**src/core/pcl_regs.svh**
```systemverilog
// timing and field constants for the loop control interface
`ifndef PCL_REGS_SVH
`define PCL_REGS_SVH
`define PCL_SRC_LOOP        1'h0
`define PCL_SRC_REF         1'h1
`define PCL_LOCK_TIME_NS    200
`define PCL_CLK_PERIOD_NS   4
`define PCL_LOCK_CYCLES     ((`PCL_LOCK_TIME_NS + `PCL_CLK_PERIOD_NS - 1) / `PCL_CLK_PERIOD_NS)
`define PCL_LOCK_W          8
`define PCL_EDGE_TIMEOUT    16
`define PCL_DELAY_W         4
`define PCL_DELAY_ZERO      4'h0
`define PCL_TAPS            16
`endif

```
**src/core/pcl_pkg.sv**
```systemverilog
// types for the loop control interface
package pcl_pkg;
  typedef enum logic [1:0] {
    PCL_FB_SIMPLE   = 2'h0,
    PCL_FB_EXTERNAL = 2'h1,
    PCL_FB_INTERNAL = 2'h2
  } pcl_fb_type;
  typedef enum logic [0:0] {
    PCL_DLY_FIXED   = 1'h0,
    PCL_DLY_DYNAMIC = 1'h1
  } pcl_dly_type;
  typedef enum logic [3:0] {
    PCL_ST_RESET  = 4'h1,
    PCL_ST_ACQ    = 4'h2,
    PCL_ST_LOCKED = 4'h4,
    PCL_ST_HOLD   = 4'h8
  } pcl_state_type;
endpackage

```
**src/core/pcl_tap_if.sv**
```systemverilog
// bundle between the top and the delay line
`timescale 1ns/100ps
`default_nettype none
`include "pcl_regs.svh"
interface pcl_tap_if;
  logic                    clk_in;
  logic [`PCL_DELAY_W-1:0] sel;
  logic                    clk_out;
  modport top  (output clk_in, output sel, input clk_out);
  modport line (input clk_in, input sel, output clk_out);
endinterface
`default_nettype wire
```
**src/core/pcl_control.sv**
```systemverilog
// digital control and status around the phase-locked loop
//
// Functional notes
// - with the simple feedback path, source select 0 passes the loop clock and 1 the reference.
// - the external feedback input counts only when the feedback path is external.
// - fine delay steers the output only in dynamic delay mode.
// - hold request with the feature enabled freezes the output at its last level.
// - the global output feeds the global network, ideally buffers four and five.
// - the fabric output carries the same clock as the global output.
// - lock is high only while the output is aligned to the reference.
// - reset is active low; high means run.
`timescale 1ns/100ps
`default_nettype none
`include "pcl_regs.svh"
module pcl_control
  import pcl_pkg::*;
(
  input  wire logic                    clk_sys,
  input  wire logic                    arst_n,
  input  wire logic                    ref_clock_in,
  input  wire logic                    ext_fb_clock_in,
  input  wire logic                    source_select,
  input  wire pcl_fb_type              fb_path,
  input  wire pcl_dly_type             delay_mode,
  input  wire logic [`PCL_DELAY_W-1:0] fine_delay_ctrl,
  input  wire logic                    low_power_hold,
  input  wire logic                    hold_enable_a,
  input  wire logic                    hold_enable_b,
  input  wire logic                    loop_reset_n,
  output var  logic                    global_clock_out,
  output var  logic                    fabric_clock_out,
  output var  logic                    lock
);
  // --------------------------------------------------------------
  // helper functions
  // --------------------------------------------------------------
  // rising edge of a synchronised level against its delayed copy
  function automatic logic pcl_rise(input logic now_lvl, input logic old_lvl);
    return now_lvl & ~old_lvl;
  endfunction
  // feedback path decode, shared by the source pick and the edge pick
  function automatic logic pcl_is_path(input pcl_fb_type path, input pcl_fb_type want);
    return (path == want);
  endfunction
  // --------------------------------------------------------------
  // input synchronisers, two stages each
  // --------------------------------------------------------------
  // pins arrive from outside clk_sys; only the second stage is read
  logic [1:0]             ref_s;          // reference clock pin
  logic [1:0]             fb_s;           // external feedback pin
  logic [1:0]             hold_s;         // hold request pin
  logic [1:0]             rst_s;          // loop reset pin, active low
  logic                   ref_d;          // reference, one cycle later
  logic                   fb_d;           // feedback, one cycle later
  // tracker state, declared early because the clock pick reads it
  pcl_state_type          state;
  pcl_state_type          next_state;
  logic [`PCL_LOCK_W-1:0] lock_cnt;
  logic [`PCL_LOCK_W-1:0] next_lock_cnt;
  logic [`PCL_LOCK_W-1:0] gap_cnt;
  logic [`PCL_LOCK_W-1:0] next_gap_cnt;
  // synchroniser flops; reset to the idle low level of the pins
  // so that no false rising edge follows reset
  always_ff @(posedge clk_sys or negedge arst_n) begin
    if (!arst_n) begin
      ref_s  <= '0;
      fb_s   <= '0;
      hold_s <= '0;
      rst_s  <= '0;
      ref_d  <= 1'b0;
      fb_d   <= 1'b0;
    end else begin
      ref_s  <= {ref_s[0], ref_clock_in};
      fb_s   <= {fb_s[0], ext_fb_clock_in};
      hold_s <= {hold_s[0], low_power_hold};
      rst_s  <= {rst_s[0], loop_reset_n};
      ref_d  <= ref_s[1];
      fb_d   <= fb_s[1];
    end
  end
  // --------------------------------------------------------------
  // edge detection and selection
  // --------------------------------------------------------------
  // edges are found in the same cycle the second stage takes the new level
  wire ref_rise   = pcl_rise(ref_s[1], ref_d);
  wire fb_rise    = pcl_rise(fb_s[1], fb_d);
  wire loop_run   = rst_s[1];
  // configuration decode; these inputs are meant to stay static
  wire use_ext    = pcl_is_path(fb_path, PCL_FB_EXTERNAL);
  wire use_simple = pcl_is_path(fb_path, PCL_FB_SIMPLE);
  // feedback edge: external input, else the reference edge itself
  wire fb_edge    = use_ext ? fb_rise : ref_rise;
  // hold acts only with both enables set; a lone enable is ignored
  wire hold_on    = hold_s[1] & hold_enable_a & hold_enable_b;
  // bypass exists only on the simple path; other paths always
  // present the loop clock whatever source select says
  wire bypass     = use_simple && (source_select == `PCL_SRC_REF);
  // fixed mode forces tap zero so a stale fine delay does nothing
  wire [`PCL_DELAY_W-1:0] tap_sel =
    (delay_mode == PCL_DLY_DYNAMIC) ? fine_delay_ctrl : `PCL_DELAY_ZERO;
  // loop clock is modelled as the reference regenerated while locked;
  // limitation: no multiply or divide, the output runs at the
  // reference rate sampled on clk_sys
  wire loop_clk   = (state == PCL_ST_LOCKED) ? ref_s[1] : 1'b0;
  wire pick_clk   = bypass ? ref_s[1] : loop_clk;
  // --------------------------------------------------------------
  // lock tracker: counts aligned clk_sys cycles while acquiring
  // --------------------------------------------------------------
  // a cycle is aligned unless a reference edge arrives without feedback
  wire aligned    = ~ref_rise | fb_edge;
  wire gap_full   = (gap_cnt == `PCL_LOCK_W'(`PCL_EDGE_TIMEOUT));
  wire lock_done  = (lock_cnt == `PCL_LOCK_W'(`PCL_LOCK_CYCLES));
  wire in_acq     = (state == PCL_ST_ACQ);
  // lock count restarts on any misalignment or missing reference
  assign next_lock_cnt = (!in_acq || !aligned || gap_full) ? '0 :
                         (lock_done ? lock_cnt : lock_cnt + `PCL_LOCK_W'(1));
  // gap count measures time since the last reference edge; a parked
  // reference drops lock instead of leaving a stale lock standing
  assign next_gap_cnt  = (ref_rise || gap_full) ? '0 : gap_cnt + `PCL_LOCK_W'(1);
  // next state; loop reset always wins over every other request
  always_comb begin
    next_state = state;
    case (state)
      PCL_ST_RESET: begin
        if (loop_run) next_state = PCL_ST_ACQ;
      end
      PCL_ST_ACQ: begin
        if (!loop_run) next_state = PCL_ST_RESET;
        else if (hold_on) next_state = PCL_ST_HOLD;
        else if (lock_done) next_state = PCL_ST_LOCKED;
      end
      PCL_ST_LOCKED: begin
        if (!loop_run) next_state = PCL_ST_RESET;
        else if (hold_on) next_state = PCL_ST_HOLD;
        else if (!aligned || gap_full) next_state = PCL_ST_ACQ;
      end
      PCL_ST_HOLD: begin
        // leaving hold always reacquires; the loop lost track meanwhile
        if (!loop_run) next_state = PCL_ST_RESET;
        else if (!hold_on) next_state = PCL_ST_ACQ;
      end
      default: begin
        next_state = PCL_ST_RESET;
      end
    endcase
  end
  // state and counters
  always_ff @(posedge clk_sys or negedge arst_n) begin
    if (!arst_n) begin
      state    <= PCL_ST_RESET;
      lock_cnt <= '0;
      gap_cnt  <= '0;
    end else begin
      state    <= next_state;
      lock_cnt <= next_lock_cnt;
      gap_cnt  <= next_gap_cnt;
    end
  end
  // --------------------------------------------------------------
  // delay line and output stage
  // --------------------------------------------------------------
  // the delay line runs on clk_sys, so one tap is one system cycle;
  // finer steps would need a faster clock than this block has
  pcl_tap_if tap ();
  assign tap.clk_in = pick_clk;
  assign tap.sel    = tap_sel;
  pcl_delay_line u_line (
    .clk_sys (clk_sys),
    .arst_n  (arst_n),
    .tap     (tap.line)
  );
  // lock follows the next state so it drops together with the state
  wire next_lock  = (next_state == PCL_ST_LOCKED) && loop_run;
  // hold keeps the last level in any state: the flops stop loading
  wire out_load   = ~hold_on;
  // both clock outputs share one source so they can never drift apart
  always_ff @(posedge clk_sys or negedge arst_n) begin
    if (!arst_n) begin
      global_clock_out <= 1'b0;
      fabric_clock_out <= 1'b0;
    end else if (out_load) begin
      global_clock_out <= tap.clk_out;
      fabric_clock_out <= tap.clk_out;
    end
  end
  // lock flop
  always_ff @(posedge clk_sys or negedge arst_n) begin
    if (!arst_n) begin
      lock <= 1'b0;
    end else begin
      lock <= next_lock;
    end
  end
endmodule // pcl_control
`default_nettype wire

```
**src/core/pcl_delay_line.sv**
```systemverilog
// sixteen-tap shift delay line for the selected clock level
`timescale 1ns/100ps
`default_nettype none
`include "pcl_regs.svh"
module pcl_delay_line (
  input  wire logic   clk_sys,
  input  wire logic   arst_n,
  pcl_tap_if.line     tap
);
  logic [`PCL_TAPS-1:0] taps;
  // --------------------------------------------------------------
  // shift chain with registered tap pick
  // --------------------------------------------------------------
  always_ff @(posedge clk_sys or negedge arst_n) begin
    if (!arst_n) begin
      taps        <= '0;
      tap.clk_out <= 1'b0;
    end else begin
      taps        <= {taps[`PCL_TAPS-2:0], tap.clk_in};
      tap.clk_out <= taps[tap.sel];
    end
  end
endmodule // pcl_delay_line
`default_nettype wire

```
**config.mk**
```make
export PLATFORM = sky130hd
export DESIGN_NAME = pcl_control
export DESIGN_NICKNAME = d
export VERILOG_FILES = /design/src/core/pcl_pkg.sv /design/src/core/pcl_tap_if.sv /design/src/core/pcl_control.sv /design/src/core/pcl_delay_line.sv
export VERILOG_INCLUDE_DIRS = /design/src /design/src/core
export SDC_FILE = /design/constraint.sdc
export NUM_CORES = 1
export LEC_CHECK = 0
export BUFFER_PORTS_ARGS = -buffer_cell sky130_fd_sc_hd__buf_2
export CAP_MARGIN = 20
export CORE_ASPECT_RATIO = 0.6
export CORE_UTILIZATION = 45
export CTS_BUF_LIST = sky130_fd_sc_hd__clkbuf_4 sky130_fd_sc_hd__clkbuf_8
export DETAILED_ROUTE_END_ITERATION = 12
export GPL_TIMING_DRIVEN = 0
export PLACE_DENSITY_LB_ADDON = 0.1
export RECOVER_POWER = 100
export REMOVE_ABC_BUFFERS = 1
export SKIP_CTS_REPAIR_TIMING = 1
export SYNTH_ARGS = -nofsm -noshare
export SYNTH_HDL_FRONTEND = slang
export SYNTH_HIERARCHICAL = 1
export SYNTH_SLANG_ARGS = --single-unit
```
**constraint.sdc**
```tcl
create_clock -name clk_sys -period 5.1 [get_ports clk_sys]
set_clock_uncertainty 0.1 [all_clocks]
set_input_delay 0.765 -clock clk_sys [delete_from_list [all_inputs] [get_ports clk_sys]]
set_output_delay 0.765 -clock clk_sys [all_outputs]
set_load 0.02 [all_outputs]
```
# After elaboration in Yosys (flattened, before gate mapping)
# Cells that the tools add are included.
# word_totals
regBits	49
in_bits	16
out_inout_bits	3
word_cells	61
# classes
n_addsub	2
n_lt_le_gt_ge	1
eq_ne	9
muxes	19
bitwise_logic	8
reduce_logical	9
# ops
cell	count
$mux W4	10
$mux W8	3
$add A8 B1 Y8 const B	2
$pmux W4 S4	1
$eq A4 B3 Y1 const B	2
$eq A8 B5 Y1 const B	1
$eq A8 B6 Y1 const B	1
$lt A4 B5 Y1 const B	1
$and A1 B1 Y1	4
$bmux W1 S4	1
$eq A4 B1 Y1 const B	1
$eq A4 B2 Y1 const B	1
$eq A4 B4 Y1 const B	1
$logic_or A1 B1 Y1	4
$mux W1	4
$not A1 Y1	3
$eq A2 B1 Y1 const B	1
$logic_and A1 B1 Y1	2
$logic_not A1 Y1	2
$logic_not A2 Y1	1
$ne A2 B1 Y1 const B	1
$or A1 B1 Y1	1

# Logic depth before layout (Yosys ltp)
# Gate-level depths: netlist of run 1.
# logic_depth
word_depth	12
ltp_mapped	6
depth_no_buf	6

# By module
# The synthesis of run 1 kept the hierarchy.
# by_module_without_submodules
module	n_inst	cells_each	area_per_inst_um2
pcl_control	1	132	1471.4
pcl_delay_line	1	24	560.5

# Least setup slack after synthesis of run 1
# Ideal clock, no wire load.
# synth_timing
path_type	input port to flip-flop
from	input fine_delay_ctrl[0]
to	register u_line.tap.clk_out
arrival_time_ps	1721
slack_ps	3154
path_stages	4
path_buffers	0
cell_sequence	and2_1 > mux4_1 > mux2i_1 > mux2i_1
# synth_via
elab_chain_len	3
# synth_lines
item	line_no	text
start, declared	pcl_control.sv:25	input wire logic [`PCL_DELAY_W-1:0] fine_delay_ctrl,
$mux W4 (no source line)	--	
$bmux W1 S4	pcl_delay_line.sv:20	tap.clk_out <= taps[tap.sel];
$mux W1 (implied by the code)	pcl_delay_line.sv:20	
end signal, assigned	pcl_delay_line.sv:20	
end, declared	pcl_tap_if.sv:10	modport line (input clk_in, input sel, output clk_out);
# No other way between the ends. The select of a mux whose other input is x is not followed.
# A chain may end at the register's enable or synchronous reset.

==> results of run 1 <==
worst register-to-register path, cell delays in order (launching register included):
cell and delay (ps):
dfrtp_1 410, inv_1 100, ha_1 150, or4b_1 490
nor3_1 310, nand2_1 130, a211oi_1 260
state kept, by name (all words and copies together) (netlist names):
name	count
u_line/tap.clk_out	1
gap_cnt	8
fb_d	1
hold_s	2
global_clock_out	1
lock	1
state	4
ref_d	1
u_line/taps	16
rst_s	2
ref_s	2
lock_cnt	8
fb_s	2
cell usage after synthesis, drive strengths merged, types with 3 or more instances:
library cell / n / share of area
inv: 7 / 0.013
dfrtp: 48 / 0.59
a21oi: 4 / 0.0099
a211oi: 3 / 0.014
xnor2: 7 / 0.030
nand2: 8 / 0.015
nor4b: 3 / 0.016
nor2: 19 / 0.035
xor2: 6 / 0.026
mux4: 4 / 0.052
mux2i: 3 / 0.015
and2: 4 / 0.012
nand3: 5 / 0.012
nor3: 5 / 0.015
ha: 4 / 0.025
o21ai: 3 / 0.0074
through the flow:
step	instance area (sq um)	worst slack, ps	hold slack, ps
floorplan	2010	3150	231
global route	2240	1860	260
detailed placement	2180	2900	236
global placement	2180	2920	232
finish	2240	2410	254
CTS	2270	3110	256
final cells by class:
type | count | area, sq um
clock buffer | 7 | 83.8
tap | 60 | 75.1
sequential | 49 | 1230
timing repair buffer | 19 | 88.8
clock inverter | 1 | 5.00
inverter | 7 | 26.3
fill | 372 | 1970
multi-input combinational | 98 | 736
metal layers:
metal,global-route usage,part of all wire,up-vias
li1,-,-,593
met1,0.232,0.54,563
met2,0.229,0.40,26
met3,0.0475,0.048,5
met4,0.0565,0.010,0
met5,0,0,-
final timing paths:
kind | start | to | slack [ps] | cells past startpoint
min in group asynchronous | arst_n | lock_cnt[2] | 460 | 1
min | ref_s[0] | ref_s[1] | 250 | 0
max in group clk_sys | lock_cnt[0] | lock | 3070 | 6
max | arst_n | u_line/taps[0] | 2410 | 2
max reg2reg | lock_cnt[0] | lock | 3070 | 6
min reg2reg | ref_s[0] | ref_s[1] | 250 | 0
report_power, final:
part           switching, mW  total [mW]  internal, mW
Sequential            0.0236       0.437         0.414
Combinational         0.0442      0.0831        0.0389
Clock                  0.117       0.224         0.107
cell families after synthesis:
group / Yosys count / synth area share
xor gates and xnor gates: 13 / 0.0560
muxes: 8 / 0.0720
AOI/OAI and AO/OA: 15 / 0.0554
and+or+nand+nor: 58 / 0.166
buffers and inverters: 9 / 0.0222
DFF: 49 / 0.604
adders and majority gates: 4 / 0.0246
==> results.txt, run 1 <==
status: finished, violations left
failing checks: max-capacitance violations, max-slew violations
GPL Wtd Cong: 0.816
I/O pin count: 19
Pre-antenna DRT Iters: 4
Leak Pwr: 1.03 nW
most frequent cells in the layout: dfrtp_1 (48), nor2_1 (19), buf_2 (14), nand2_1 (8)
cell mode on critical path: clkbuf_1
Die Y: 54.1 microns
Mapped Area: 2030 sq um
worst slew pin tran: 1680 ps
# diodes: 0
Pwr per Cell Area: 332 nW/um^2
clk sinks: 49
DRC viols: 0
final count of hold timing violations: 0
vias in the first global route: 1148
clock-pin slew on the worst setup and hold paths: 80 ps
most common cell after layout, fill and taps aside: dfrtp_1
count of cell types in the netlist: 41
gr usage total: 0.161
Area growth syn-to-layout: 10.3%
Slew headroom: -0.121
Routed Antenna Nets: 0
CTS Buf Count: 5
TNS Setup: 0 ps
crit share post-route: 0.528
largest net degree at the start of global routing: 50
detail-routed net length per standard cell: 13.9 microns
Data arrival, critical path: 2690 ps
Root Driver: clkbuf_8
delay of the slowest critical-path stage: 1280 ps
Post-Syn Instances: 156
Ys Warns: 6
total power: 0.744 mW
initial DRC count: 60
clk_lat worst skew: 290 ps
fin crit period: 2690 ps
Core Region: 4210 sq um
WL final: 3.34 mm
maximum VDD drop: 0.000186 V
EDFF count, synth: 0
Chip Width: 88.8 microns
CTS tree: built
vias per cell: 4.93
worst-path cell with the longest stage delay: clkbuf_1
die area: 4800 sq um
# setup viols final: 0
nets: 200
htree depth: 2
sequential fraction of the synthesis area: 0.604
fraction of registers with async set/reset: 1.00
clock buffer depth: 2
critical path class: in -> async
non-filler cells, final: 241
fin util: 0.532
Hold Path Class: reg -> reg
CP bufs+invs: 2
row cnt: 18
global route overflow: 0
IO buf count: 18
max-slew violation count: 34
layout cells sized above 1: 0.144
RSZ-0062 raised after global routing: false
crit-path cells: clkbuf_1, clkbuf_1
Post-synth top flop: dfrtp_1
Initial Utilization: 0.482
total of max-cap violations: 1
crit end category: async pin
crit path max fanout: 33
register bit total from synthesis: 49
first-pass GRT wire length: 5.51 mm
Avg Cell Area, Syn: 13.0 sq um
post-placement cell count: 232
largest delay contributor family on the critical path: buffers and inverters
Max Fclk: 0.371 GHz
WP data required: 5090 ps
antenna violations before repair: 0
vias post-DR: 1187
startpoint type of the worst setup path: input pin
Note: power is estimated with default switching activity, not from simulation.
==> run 2: changes to the inputs <==
--- a/config.mk
+++ b/config.mk
@@ -6,6 +6,7 @@
 export SDC_FILE = /design/constraint.sdc
 export NUM_CORES = 1
 export LEC_CHECK = 0
+export ABC_AREA = 1
 export BUFFER_PORTS_ARGS = -buffer_cell sky130_fd_sc_hd__buf_2
 export CAP_MARGIN = 20
 export CORE_ASPECT_RATIO = 0.6
==> constraint.sdc (replaced) <==
create_clock -name clk_sys -period 2.3 [get_ports clk_sys]
set_clock_uncertainty 0.1 [all_clocks]
set_input_delay 0.345 -clock clk_sys [delete_from_list [all_inputs] [get_ports clk_sys]]
set_output_delay 0.345 -clock clk_sys [all_outputs]
set_load 0.02 [all_outputs]
==> results.txt, run 2 <==
status: complete, no violations
Crit path depth: 7
top post-synthesis cells by area: dfrtp_1 (55%), nand2_1 (11%), inv_1 (7.1%), nor2_1 (6.0%), nand3_1 (4.8%)
clock buffer depth: 2
Routed Antenna Nets: 0
Yosys top cell by area: dfrtp_1
EDFF count, synth: 0
nets: 299
initial DRC count: 63
Area growth syn-to-layout: 11.2%
Leak Pwr: 1.23 nW
Core Region: 4610 sq um
htree depth: 2
sequential fraction of the synthesis area: 0.563
share of the synthesized area in the top cell type: 0.550
Detailed Place HPWL: 2.61 mm
Ys Warns: 6
most frequent cells in the layout: nand2_1 (64), dfrtp_1 (48), inv_1 (43), nor2_1 (36), nand3_1 (21)
layout cells sized above 1: 0.129
Slew headroom: 0.347
first-pass GRT wire length: 6.29 mm
crit-path cells: inv_1, ha_1, nand2_1, nor2_1, nand2_1, o21ai_0, nor3b_1
clock-pin slew on the worst setup and hold paths: 90 ps
Data arrival, critical path: 1830 ps
antenna violations before repair: 0
worst setup margin: 580 ps
worst-path cell with the longest stage delay: dfrtp_1
Max Fclk: 0.581 GHz
CP bufs+invs: 1
fin crit period: 1720 ps
total of max-cap violations: 0
gr usage total: 0.160
delay of the slowest critical-path stage: 400 ps
count of cell types in the netlist: 24
Pwr per Cell Area: 703 nW/um^2
vias post-DR: 1522
Mapped Area: 2180 sq um
clk sinks: 49
register bit total from synthesis: 49
Avg Cell Area, Syn: 8.59 sq um
final count of hold timing violations: 0
vias per cell: 4.44
pre-CTS setup slack: 811 ps
Post-synth top flop: dfrtp_1
placed cell area: 2330 sq um
Die Y: 55.9 microns
# setup viols final: 0
Finished Cell Area: 2430 sq um
WP data required: 2410 ps
Initial Utilization: 0.473
register area: 1230 sq um
Root Driver: clkbuf_8
vias in the first global route: 1376
# fillers: 462
Chip Width: 91.9 microns
Hold Path Depth: 1
Pre-antenna DRT Iters: 4
Reg2Reg Depth: 7
most common cell after layout, fill and taps aside: nand2_1
Biggest register: u_line/taps
startpoint type of the worst setup path: flip-flop
clk_lat worst skew: 300 ps
CTS Buf Count: 5
row cnt: 19
worst slew pin tran: 969 ps
Hold Path Class: in -> reg
WL final: 3.61 mm
RSZ-0062 raised after global routing: false
number of flip-flops in the largest register: 16
cell mode on critical path: nand2_1
synth cell count leaders: nand2_1 (62), dfrtp_1 (48), inv_1 (41)
CTS tree: built
TNS Setup: 0 ps
multi-input logic area: 732 sq um
# diodes: 0
global route overflow: 0
largest net degree at the start of global routing: 50
I/O pin count: 19
cell with the most instances after synthesis: nand2_1
crit end category: flip-flop
die area: 5140 sq um
DRC viols: 0
crit path max fanout: 8
max-slew violation count: 0
GPL Wtd Cong: 0.787
fraction of registers with async set/reset: 1.00
detail-routed net length per standard cell: 10.5 microns
largest registers: u_line/taps (16), gap_cnt (8), lock_cnt (8)
maximum VDD drop: 0.000331 V
critical path class: reg -> reg
IO buf count: 18
Post-Syn Instances: 254
crit share post-route: 0.748
largest delay contributor family on the critical path: simple AND/OR/NAND/NOR gates
==> run 2: cell count changes after synthesis, moves of 6 or more <==
cell,before,now
nand2_1,8,62
nand2_2,0,8
nand3_1,5,21
inv_1,7,41
xnor2_1,7,1
nor2_1,19,35
inv_2,0,6
==> run 2: area by class of cell <==
class,instances,area share
Clock buffer,6,0.0315
Multi-Input combinational cell,155,0.302
Clock inverter,2,0.00619
Timing Repair Buffer,20,0.0474
Inverter,48,0.0748
Tap cell,63,0.0325
Sequential cell,49,0.506
==> run 2: cell families (layout without fill, tap and decap cells) <==
family	count (synthesis)	in the layout	synth area share
xor+xnor	6	6	0.0241
flops	49	49	0.563
fa+ha+maj	4	4	0.0229
simple gates	135	135	0.269
buf+inv	50	76	0.0946
compound gates	10	10	0.0264
==> run 2: worst register-to-register path: stages (launching register included) <==
cell,delay (ps)
dfrtp_1,400
inv_1,60
ha_1,180
nand2_1,60
nor2_1,40
nand2_1,120
o21ai_0,360
nor3b_1,300
==> run 2: report_power, final <==
group | internal, mW | switching, mW
Clock | 0.226 | 0.271
Sequential | 0.923 | 0.0427
Combinational | 0.0922 | 0.151
==> run 2: final timing paths <==
check                              to          from  slack (ps)
max in group asynchronous    state[0]        arst_n         810
hold reg to reg              rst_s[1]      rst_s[0]         260
setup reg to reg           gap_cnt[4]    gap_cnt[0]         580
setup / recovery           gap_cnt[4]    gap_cnt[0]         580
hold / removal               ref_s[0]  ref_clock_in          50
min in group asynchronous    state[2]        arst_n         560
==> run 2: routing by layer <==
| layer | GRT usage | part of all wire |
|---|---|---|
| met5 | 0 | 0 |
| met4 | 0.0536 | 0.012 |
| met3 | 0.0492 | 0.045 |
| met2 | 0.186 | 0.33 |
| met1 | 0.268 | 0.61 |
==> run 2: per-stage QoR <==
stage	utilization	hold WS [ps]	power [mW]	cells
global placement	0.506	233	1.23	333
detailed placement	0.506	238	1.23	333
floorplan	-	-50.6	1.15	252
global route	0.526	29.2	1.82	343
CTS	0.526	37.1	1.74	341
finish	0.526	48.9	1.71	343
